$ cat config.mk
export PLATFORM = sky130hd
export DESIGN_NAME = uart_transceiver_with_break
export DESIGN_NICKNAME = d
export VERILOG_FILES = /design/src/design/uart_pkg.sv /design/src/design/uart_transceiver_with_break.sv
export VERILOG_INCLUDE_DIRS = /design/src /design/src/design
export SDC_FILE = /design/constraint.sdc
export NUM_CORES = 1
export LEC_CHECK = 0
export ABC_AREA = 1
export BUFFER_PORTS_ARGS = -buffer_cell sky130_fd_sc_hd__buf_2
export CAP_MARGIN = 20
export CORE_AREA = 4 4 135 137
export DETAILED_ROUTE_END_ITERATION = 8
export DIE_AREA = 0 0 139 141
export PLACE_DENSITY = 0.57
export SYNTH_ARGS = -nofsm -noshare
export SYNTH_HDL_FRONTEND = slang
export SYNTH_SLANG_ARGS = --single-unit
$ cat constraint.sdc
create_clock -name sys_clk_i -period 2 [get_ports sys_clk_i]
set_clock_uncertainty 0.1 [all_clocks]
set_input_delay 0.5 -clock sys_clk_i [delete_from_list [all_inputs] [get_ports sys_clk_i]]
set_output_delay 0.5 -clock sys_clk_i [all_outputs]
set_load 0.03 [all_outputs]
$ cat src/design/uart_consts.svh
`ifndef UART_CONSTS_SVH
`define UART_CONSTS_SVH
`define ADDR_TX_CTRL 8'hd5
`define ADDR_RX_CTRL 8'hd6
`define ADDR_RELOAD 8'hd7
`define ADDR_TX_DATA 8'hd8
`define ADDR_RX_DATA 8'hd9
`define ADDR_IRQ_CTRL 8'hda
`define BIT_EN 7
`define BIT_PEN 6
`define BIT_PS 5
`define BIT_PC 4
`define BIT_FE 3
`define BIT_BRK 4
`define BIT_RXBZ 3
`define BIT_TXBZ 2
`define BIT_RXIE 3
`define BIT_TXIE 2
`define BIT_RXF 1
`define BIT_TXF 0
`define RELOAD_TOP 9'h100
`define DATA_BITS 4'h8
`define BREAK_BITS 5'h19
`define VEC_RX 16'h0013
`define VEC_TX 16'h0014
`endif

$ cat src/design/uart_pkg.sv
`default_nettype none
package uart_pkg;
  typedef enum logic [4:0] {
    TX_IDLE = 5'h01,
    TX_START = 5'h02,
    TX_DATA = 5'h04,
    TX_PAR = 5'h08,
    TX_STOP = 5'h10
  } tx_state_e;
  typedef enum logic [4:0] {
    RX_IDLE = 5'h01,
    RX_START = 5'h02,
    RX_DATA = 5'h04,
    RX_PAR = 5'h08,
    RX_STOP = 5'h10
  } rx_state_e;
endpackage
`default_nettype wire

$ cat src/design/uart_transceiver_with_break.sv
// Implementation choice: strobed register access.
`include "uart_consts.svh"
`default_nettype none
module uart_transceiver_with_break (
  input wire logic sys_clk_i,
  input wire logic rst_i,
  input wire logic [7:0] addr_i,
  input wire logic [7:0] wdata_i,
  input wire logic wr_i,
  input wire logic rd_i,
  output logic [7:0] rdata_o,
  input wire logic serial_in_pin_i,
  output logic serial_out_pin_o,
  output logic serial_out_pin_oe_n_o,
  output logic rx_pin_uart_o,
  output logic rx_irq_o,
  output logic tx_irq_o,
  output logic [15:0] irq_vector_o
);

  ////////////////////////////////////////////////////////////////////////
  // Registers and their next values
  logic [7:0] rx_ctrl, next_rx_ctrl;
  logic [7:0] tx_ctrl, next_tx_ctrl;
  logic [7:0] reload, next_reload;
  logic [7:0] tx_data, next_tx_data;
  logic [7:0] rx_data, next_rx_data;
  logic [3:0] irq_ctrl, next_irq_ctrl;
  logic [7:0] next_rdata;
  logic next_rx_irq, next_tx_irq;
  logic [15:0] next_vector;
  logic tx_start_req, next_tx_start_req;
  logic tx_done_ev, rx_done_ev, rx_pe_ev, rx_fe_ev;
  logic [7:0] rx_shift_final;
  logic tx_busy, rx_busy;

  ////////////////////////////////////////////////////////////////////////
  // Baud tick: prescaler then reload divider, one tick per half bit
  logic [6:0] pre_cnt, next_pre_cnt;
  logic [7:0] div_cnt, next_div_cnt;
  logic half_tick, next_half_tick;
  logic [6:0] pre_max;

  // Prescale code n divides by 2^n; half-bit uses 256-reload ticks
  always_comb begin
    pre_max = 7'((8'h01 << rx_ctrl[2:0]) - 8'h01);
    next_pre_cnt = pre_cnt;
    next_div_cnt = div_cnt;
    next_half_tick = 1'b0;
    if (pre_cnt >= pre_max) begin
      next_pre_cnt = 7'h00;
      if (div_cnt == 8'hff) begin
        next_div_cnt = reload;
        next_half_tick = 1'b1;
      end else begin
        next_div_cnt = div_cnt + 8'h01;
      end
    end else begin
      next_pre_cnt = pre_cnt + 7'h01;
    end
  end

  always_ff @(posedge sys_clk_i) begin
    if (rst_i) begin
      pre_cnt <= 7'h00;
      div_cnt <= 8'h00;
      half_tick <= 1'b0;
    end else begin
      pre_cnt <= next_pre_cnt;
      div_cnt <= next_div_cnt;
      half_tick <= next_half_tick;
    end
  end

  ////////////////////////////////////////////////////////////////////////
  // Receive pin synchroniser
  logic rx_meta, rx_sync, rx_prev;
  always_ff @(posedge sys_clk_i) begin
    if (rst_i) begin
      rx_meta <= 1'b1;
      rx_sync <= 1'b1;
      rx_prev <= 1'b1;
    end else begin
      rx_meta <= serial_in_pin_i;
      rx_sync <= rx_meta;
      rx_prev <= rx_sync;
    end
  end

  ////////////////////////////////////////////////////////////////////////
  // Transmitter; break reuses the data slots with the line held low
  uart_pkg::tx_state_e tx_st, next_tx_st;
  logic [4:0] tx_bits, next_tx_bits;
  logic tx_half, next_tx_half;
  logic [7:0] tx_sh, next_tx_sh;
  logic tx_line, next_tx_line;
  logic tx_par, next_tx_par;
  logic tx_brk_mode, next_tx_brk_mode;
  logic tx_brk_clr;

  always_comb begin
    next_tx_st = tx_st;
    next_tx_bits = tx_bits;
    next_tx_half = tx_half;
    next_tx_sh = tx_sh;
    next_tx_line = tx_line;
    next_tx_par = tx_par;
    next_tx_brk_mode = tx_brk_mode;
    tx_done_ev = 1'b0;
    tx_brk_clr = 1'b0;
    case (tx_st)
      uart_pkg::TX_IDLE: begin
        next_tx_line = 1'b1;
        if (tx_ctrl[`BIT_EN] && half_tick) begin
          if (tx_ctrl[`BIT_BRK]) begin
            next_tx_brk_mode = 1'b1;
            next_tx_bits = `BREAK_BITS;
            next_tx_line = 1'b0;
            next_tx_half = 1'b0;
            next_tx_st = uart_pkg::TX_DATA;
          end else if (tx_start_req) begin
            next_tx_brk_mode = 1'b0;
            next_tx_sh = tx_data;
            next_tx_par = tx_ctrl[`BIT_PS];
            next_tx_line = 1'b0;
            next_tx_half = 1'b0;
            next_tx_st = uart_pkg::TX_START;
          end
        end
      end
      uart_pkg::TX_START: begin
        if (half_tick) begin
          next_tx_half = ~tx_half;
          if (tx_half) begin
            next_tx_bits = {1'b0, `DATA_BITS};
            next_tx_line = tx_sh[0];
            next_tx_st = uart_pkg::TX_DATA;
          end
        end
      end
      uart_pkg::TX_DATA: begin
        if (half_tick) begin
          next_tx_half = ~tx_half;
          if (tx_half) begin
            next_tx_bits = tx_bits - 5'h01;
            if (!tx_brk_mode) begin
              next_tx_par = tx_par ^ tx_sh[0];
              next_tx_sh = {1'b0, tx_sh[7:1]};
              next_tx_line = tx_sh[1];
            end
            if (tx_bits == 5'h01) begin
              if (tx_brk_mode) begin
                next_tx_line = 1'b1;
                next_tx_st = uart_pkg::TX_IDLE;
                tx_done_ev = 1'b1;
                tx_brk_clr = 1'b1;
              end else if (tx_ctrl[`BIT_PEN]) begin
                next_tx_line = tx_par ^ tx_sh[0];
                next_tx_st = uart_pkg::TX_PAR;
              end else begin
                next_tx_line = 1'b1;
                next_tx_st = uart_pkg::TX_STOP;
              end
            end
          end
        end
      end
      uart_pkg::TX_PAR: begin
        if (half_tick) begin
          next_tx_half = ~tx_half;
          if (tx_half) begin
            next_tx_line = 1'b1;
            next_tx_st = uart_pkg::TX_STOP;
          end
        end
      end
      uart_pkg::TX_STOP: begin
        if (half_tick) begin
          next_tx_half = ~tx_half;
          if (tx_half) begin
            next_tx_st = uart_pkg::TX_IDLE;
            tx_done_ev = 1'b1;
          end
        end
      end
      default: next_tx_st = uart_pkg::TX_IDLE;
    endcase
    if (!tx_ctrl[`BIT_EN]) begin
      next_tx_st = uart_pkg::TX_IDLE;
      next_tx_line = 1'b1;
    end
  end

  always_ff @(posedge sys_clk_i) begin
    if (rst_i) begin
      tx_st <= uart_pkg::TX_IDLE;
      tx_bits <= 5'h00;
      tx_half <= 1'b0;
      tx_sh <= 8'h00;
      tx_line <= 1'b1;
      tx_par <= 1'b0;
      tx_brk_mode <= 1'b0;
    end else begin
      tx_st <= next_tx_st;
      tx_bits <= next_tx_bits;
      tx_half <= next_tx_half;
      tx_sh <= next_tx_sh;
      tx_line <= next_tx_line;
      tx_par <= next_tx_par;
      tx_brk_mode <= next_tx_brk_mode;
    end
  end

  assign tx_busy = (tx_st != uart_pkg::TX_IDLE) | tx_start_req;

  ////////////////////////////////////////////////////////////////////////
  // Receiver; the tick is free running, so phase is kept by a half count
  // aligned at the start edge (up to one tick, half a bit, of jitter)
  uart_pkg::rx_state_e rx_st, next_rx_st;
  logic [3:0] rx_bits, next_rx_bits;
  logic rx_half, next_rx_half;
  logic [7:0] rx_sh, next_rx_sh;
  logic rx_par, next_rx_par;
  logic rx_ferr, next_rx_ferr;

  always_comb begin
    next_rx_st = rx_st;
    next_rx_bits = rx_bits;
    next_rx_half = rx_half;
    next_rx_sh = rx_sh;
    next_rx_par = rx_par;
    next_rx_ferr = rx_ferr;
    rx_done_ev = 1'b0;
    rx_pe_ev = 1'b0;
    rx_fe_ev = 1'b0;
    rx_shift_final = rx_sh;
    case (rx_st)
      uart_pkg::RX_IDLE: begin
        if (rx_ctrl[`BIT_EN] && rx_prev && !rx_sync) begin
          next_rx_half = 1'b0;
          next_rx_ferr = 1'b0;
          next_rx_par = rx_ctrl[`BIT_PS];
          next_rx_st = uart_pkg::RX_START;
        end
      end
      uart_pkg::RX_START: begin
        if (half_tick) begin
          next_rx_half = ~rx_half;
          if (!rx_half) begin
            next_rx_ferr = rx_sync;
          end else begin
            next_rx_bits = `DATA_BITS;
            next_rx_st = uart_pkg::RX_DATA;
          end
        end
      end
      uart_pkg::RX_DATA: begin
        if (half_tick) begin
          next_rx_half = ~rx_half;
          if (!rx_half) begin
            next_rx_sh = {rx_sync, rx_sh[7:1]};
            next_rx_par = rx_par ^ rx_sync;
          end else begin
            next_rx_bits = rx_bits - 4'h1;
            if (rx_bits == 4'h1) begin
              next_rx_st = rx_ctrl[`BIT_PEN] ? uart_pkg::RX_PAR :
                           uart_pkg::RX_STOP;
            end
          end
        end
      end
      uart_pkg::RX_PAR: begin
        if (half_tick) begin
          next_rx_half = ~rx_half;
          if (!rx_half) begin
            next_rx_par = rx_par ^ rx_sync;
          end else begin
            next_rx_st = uart_pkg::RX_STOP;
          end
        end
      end
      uart_pkg::RX_STOP: begin
        if (half_tick && !rx_half) begin
          // Mid stop bit: a low stop covers bad stop and break alike
          rx_done_ev = 1'b1;
          rx_fe_ev = rx_ferr | ~rx_sync;
          rx_pe_ev = rx_ctrl[`BIT_PEN] & rx_par;
          next_rx_st = uart_pkg::RX_IDLE;
        end
      end
      default: next_rx_st = uart_pkg::RX_IDLE;
    endcase
    if (!rx_ctrl[`BIT_EN]) begin
      next_rx_st = uart_pkg::RX_IDLE;
    end
  end

  always_ff @(posedge sys_clk_i) begin
    if (rst_i) begin
      rx_st <= uart_pkg::RX_IDLE;
      rx_bits <= 4'h0;
      rx_half <= 1'b0;
      rx_sh <= 8'h00;
      rx_par <= 1'b0;
      rx_ferr <= 1'b0;
    end else begin
      rx_st <= next_rx_st;
      rx_bits <= next_rx_bits;
      rx_half <= next_rx_half;
      rx_sh <= next_rx_sh;
      rx_par <= next_rx_par;
      rx_ferr <= next_rx_ferr;
    end
  end

  // A held-low break never re-arms: idle needs a high before a new edge
  assign rx_busy = (rx_st != uart_pkg::RX_IDLE);

  ////////////////////////////////////////////////////////////////////////
  // Register file; hardware set wins over software clear
  always_comb begin
    next_rx_ctrl = rx_ctrl;
    next_tx_ctrl = tx_ctrl;
    next_reload = reload;
    next_tx_data = tx_data;
    next_rx_data = rx_data;
    next_irq_ctrl = irq_ctrl;
    next_tx_start_req = tx_start_req;
    next_rdata = 8'h00;
    // Launch consumes the request first, so a write in that cycle queues
    if (tx_st == uart_pkg::TX_IDLE && next_tx_st == uart_pkg::TX_START) begin
      next_tx_start_req = 1'b0;
    end
    if (wr_i) begin
      case (addr_i)
        `ADDR_RX_CTRL: next_rx_ctrl = wdata_i;
        `ADDR_TX_CTRL: next_tx_ctrl = {wdata_i[7:4], 4'h0};
        `ADDR_RELOAD: next_reload = wdata_i;
        `ADDR_TX_DATA: begin
          next_tx_data = wdata_i;
          next_tx_start_req = tx_ctrl[`BIT_EN];
        end
        `ADDR_RX_DATA: next_rx_data = wdata_i;
        `ADDR_IRQ_CTRL: next_irq_ctrl = wdata_i[3:0];
        default: ;
      endcase
    end
    if (tx_brk_clr) begin
      next_tx_ctrl[`BIT_BRK] = 1'b0;
    end
    if (tx_done_ev) begin
      next_irq_ctrl[`BIT_TXF] = 1'b1;
    end
    if (rx_done_ev) begin
      next_rx_data = rx_shift_final;
      next_irq_ctrl[`BIT_RXF] = 1'b1;
      next_rx_ctrl[`BIT_PC] = rx_pe_ev;
      next_rx_ctrl[`BIT_FE] = rx_fe_ev;
    end
    if (rd_i) begin
      case (addr_i)
        `ADDR_RX_CTRL: next_rdata = rx_ctrl;
        `ADDR_TX_CTRL: next_rdata = {tx_ctrl[7:4], rx_busy, tx_busy, 2'b00};
        `ADDR_RELOAD: next_rdata = reload;
        `ADDR_TX_DATA: next_rdata = tx_data;
        `ADDR_RX_DATA: next_rdata = rx_data;
        `ADDR_IRQ_CTRL: next_rdata = {4'h0, irq_ctrl};
        default: next_rdata = 8'h00;
      endcase
    end
    next_rx_irq = irq_ctrl[`BIT_RXIE] & irq_ctrl[`BIT_RXF];
    next_tx_irq = irq_ctrl[`BIT_TXIE] & irq_ctrl[`BIT_TXF];
    next_vector = next_rx_irq ? `VEC_RX : (next_tx_irq ? `VEC_TX : 16'h0000);
  end

  always_ff @(posedge sys_clk_i) begin
    if (rst_i) begin
      rx_ctrl <= 8'h00;
      tx_ctrl <= 8'h00;
      reload <= 8'h00;
      tx_data <= 8'h00;
      rx_data <= 8'h00;
      irq_ctrl <= 4'h0;
      tx_start_req <= 1'b0;
      rdata_o <= 8'h00;
      rx_irq_o <= 1'b0;
      tx_irq_o <= 1'b0;
      irq_vector_o <= 16'h0000;
      serial_out_pin_o <= 1'b1;
      serial_out_pin_oe_n_o <= 1'b1;
      rx_pin_uart_o <= 1'b0;
    end else begin
      rx_ctrl <= next_rx_ctrl;
      tx_ctrl <= next_tx_ctrl;
      reload <= next_reload;
      tx_data <= next_tx_data;
      rx_data <= next_rx_data;
      irq_ctrl <= next_irq_ctrl;
      tx_start_req <= next_tx_start_req;
      rdata_o <= next_rdata;
      rx_irq_o <= next_rx_irq;
      tx_irq_o <= next_tx_irq;
      irq_vector_o <= next_vector;
      serial_out_pin_o <= next_tx_line;
      serial_out_pin_oe_n_o <= ~next_tx_ctrl[`BIT_EN];
      rx_pin_uart_o <= next_rx_ctrl[`BIT_EN];
    end
  end

endmodule
`default_nettype wire

==> impl_metrics.yaml <==
timing:
  rsz0062_at_grt: "no"
  setup_viol_count_final: 0
  final-hold-violation-count: 0
  finalCritPeriodShare_pct: 89.88
  fin_tns_setup_ns: 0
  period_needed_ns: 1.798
  max_freq_mhz: 556.3
  slew_viol_final: 0
yosys:
  yosysSeqAreaShare_pct: 37.95
  synth_area_per_cell_um2: 7.029
  ys.flop_type: "dfxtp_1"
  ys_seq_elements: 115
  async_flop_share_pct: 0
  syn_area_mm2: 0.006066
  ys.warnings.count: 0
  syn_inst: 863
  synth_edf_count: 0
  ys_types: 45
drt:
  first_pass_iters: 4
  met1_length_um: 7334
  top_layer: "met4"
  wirelength_um: 15130
  vias: 5395
  drc: 0
  via_per_inst: 4.683
  first_iter_violations: 315
  ant_nets: 0
  met2_wirelength_um: 7109
  route.met3.wl_um: 497
  wire_per_inst_um: 13.13
setup_path:
  worstPathRequired_ns: 2.24
  crit_path_start_kind: "register"
  crit_top_cell: "a21oi_1"
  critPathSlowestCell: "dfxtp_1"
  cp_max_fo: 7
  critical_path.cell_chain: "a21oi_1 > ha_1 > a21oi_1 > o21ai_0 > nand2_1 > nand4_1 > buf_4 > nor3_1"
  crit_type: "register to register"
  endpoint_kind: "register"
  crit_buf_inv: 1
  worst_ep_arrival_time_ns: 2.04
  critPathTopFamily: "simple AND/OR/NAND/NOR gates"
  critPathMaxStageDelay_ns: 0.40
clock_tree:
  cts.sinks: 115
  clk_latency_ns: 0.42
  cts-buffers-inserted: 17
  clkSlewWorstSetupHoldPaths_ns: 0.06
  root_buffer: "clkbuf_16"
  clockBufferDepth: 2
  cts_tree: "done"
  htreeDepth: 4
flow_run:
  drv.max_cap_violation_count: 0
power:
  p_leak_uw: 0.003141
  power-per-cell-area_mw_per_mm2: 805.4
  p_total_uw: 5742
  peakVddDrop_mv: 0.5857
final_layout:
  mostFrequentLayoutCell: "nand2_1"
  layout_common_cells: "nand2_1 (176), nor2_1 (116), dfxtp_1 (114)"
  layoutNonFillerInstCount: 1152
  insertedDiodeCount: 0
  fin_nets: 948
  drive_gt1_share_pct: 17.15
  area_growth_pct: 17.53
global_route:
  grt_pass1_wl_um: 24560
  globalRouteOverflowTotal: 0
  gr-usage-all-layers_pct: 15.65
  antenna_found_initial: 0
  grt_pass1_vias: 4863
  grt_max_degree: 31
placed_design:
  dp.cells: 1119
  dpl.hpwl_um: 11370
  gp_congestion: 0.8705
  portBuffers: 37
min_path:
  min_path_type: "input pin to register"
floorplan:
  fp.dieH_um: 141
  design.die.area_mm2: 0.01960
  core-area_mm2: 0.01706
  ioPinCount: 50
  initial_utilization_pct: 35.56
  rows: 48
  fp.dieW_um: 139
outcome:
  status: "complete, no violations"
-- worst reg2reg max path: stages, from the launching register on --
cell     delay (ns)
dfxtp_1        0.40
a21oi_1        0.10
ha_1           0.31
a21oi_1        0.12
o21ai_0        0.10
nand2_1        0.14
nand4_1        0.15
buf_4          0.19
nor3_1         0.12
-- sequential cells by signal (all words and copies together) (netlist names), 3 cells and up --
register,flops
tx_st,5
rx_bits,4
irq_ctrl,4
irq_vector_o,3
reload,8
tx_data,8
rx_ctrl,8
tx_sh,8
rx_sh,8
rx_st,5
tx_ctrl,4
rdata_o,8
tx_bits,5
pre_cnt,7
div_cnt,8
rx_data,8
-- cells in the mapped netlist (2+ instances only) --
cell type,count,share of area (%)
ha_1,13,2.7
o21bai_1,2,0.25
o21a_1,2,0.25
a31oi_1,6,0.62
nand2_1,176,11
nor2_4,8,1.5
nand3_2,6,0.99
a31oi_2,3,0.62
a21oi_2,4,0.58
xor2_1,10,1.4
nor2_1,116,7.2
inv_1,88,5.4
xnor2_1,2,0.29
a21oi_1,54,4.5
clkbuf_1,7,0.43
buf_2,5,0.41
inv_2,16,0.99
nand2_2,8,0.83
buf_6,3,0.56
nand4_2,2,0.41
nor3_1,6,0.50
nor2_2,8,0.83
o211ai_1,3,0.37
o21ai_1,19,1.6
nand3_4,2,0.58
buf_1,2,0.12
or2_2,3,0.31
o21ai_2,7,1.0
o21ai_0,53,4.4
dfxtp_1,115,38
nand3_1,67,5.5
nand4_1,19,2.0
buf_4,16,2.0
-- routing by layer --
layer,track usage [%],up-vias
met5,0,-
met4,5.046,0
met3,3.901,16
met2,25.65,81
met1,20.35,2396
li1,-,2902
-- final timing paths --
path / from / end / slack (ns) / cells after the start
worst max-delay path: rx_ctrl[1]$_SDFFE_PP0P_ / pre_cnt[2]$_SDFF_PP0_ / 0.20 / 8
worst min-delay path: serial_in_pin_i / rx_meta$_SDFF_PP1_ / 0.17 / 2
worst max register to register: rx_ctrl[1]$_SDFFE_PP0P_ / pre_cnt[2]$_SDFF_PP0_ / 0.20 / 8
worst min register to register: rx_meta$_SDFF_PP1_ / rx_sync$_SDFF_PP1_ / 0.31 / 1
-- cell families (layout without fill, tap and decap cells) --
| family | count (synthesis) | count (layout) | synth area share [%] |
|---|---|---|---|
| AND/OR/NAND/NOR | 428 | 428 | 32.96 |
| AO/OA/AOI/OAI | 155 | 155 | 14.36 |
| buffers and inverters | 139 | 192 | 10.25 |
| flip-flops | 115 | 115 | 37.95 |
| adder cells (fa/ha/maj) | 13 | 13 | 2.682 |
| XOR/XNOR | 12 | 12 | 1.733 |
| other | 1 | 12 | 0.06182 |
-- repair_timing --
action / CTS / global route
setup buffers: 0 / 1
gates resized for setup: 0 / 4
setup endpoints to repair: 0 / 6
hold buffers: 0 / 0
hold endpoints to repair: 0 / 0
-- metrics by stage --
step | hold WS [ns] | utilization [%] | area [µm²] | setup slack (ns)
2_1_floorplan | 0.2895 | - | 6107 | 0.2531
3_3_place_gp | 0.2916 | 38.03 | 6486 | 0.1331
3_5_place_dp | 0.2937 | 38.03 | 6486 | 0.1043
4_1_cts | 0.1550 | 41.72 | 7116 | 0.1156
5_1_grt | 0.1537 | 41.80 | 7129 | 0.005375
6_report | 0.1734 | 41.80 | 7129 | 0.2023
-- layout make-up --
class                   count  area [µm²]
flip-flops and latches    115        2303
fillers                  1786        9927
well taps                 225       281.5
repair buffers             55       332.8
clock inverters             9       151.4
multi-input cells         620        3188
clock buffers              23       478.0
inverters                 105       394.1
-- report_power, final --
part / leakage [µW] / internal (µW) / switching [µW]
Combinational: 0.00191 / 54.1 / 152
Sequential: 0.000928 / 2300 / 8.38
Clock: 0.000307 / 2180 / 1050
(Power assumes the default switching activity.)
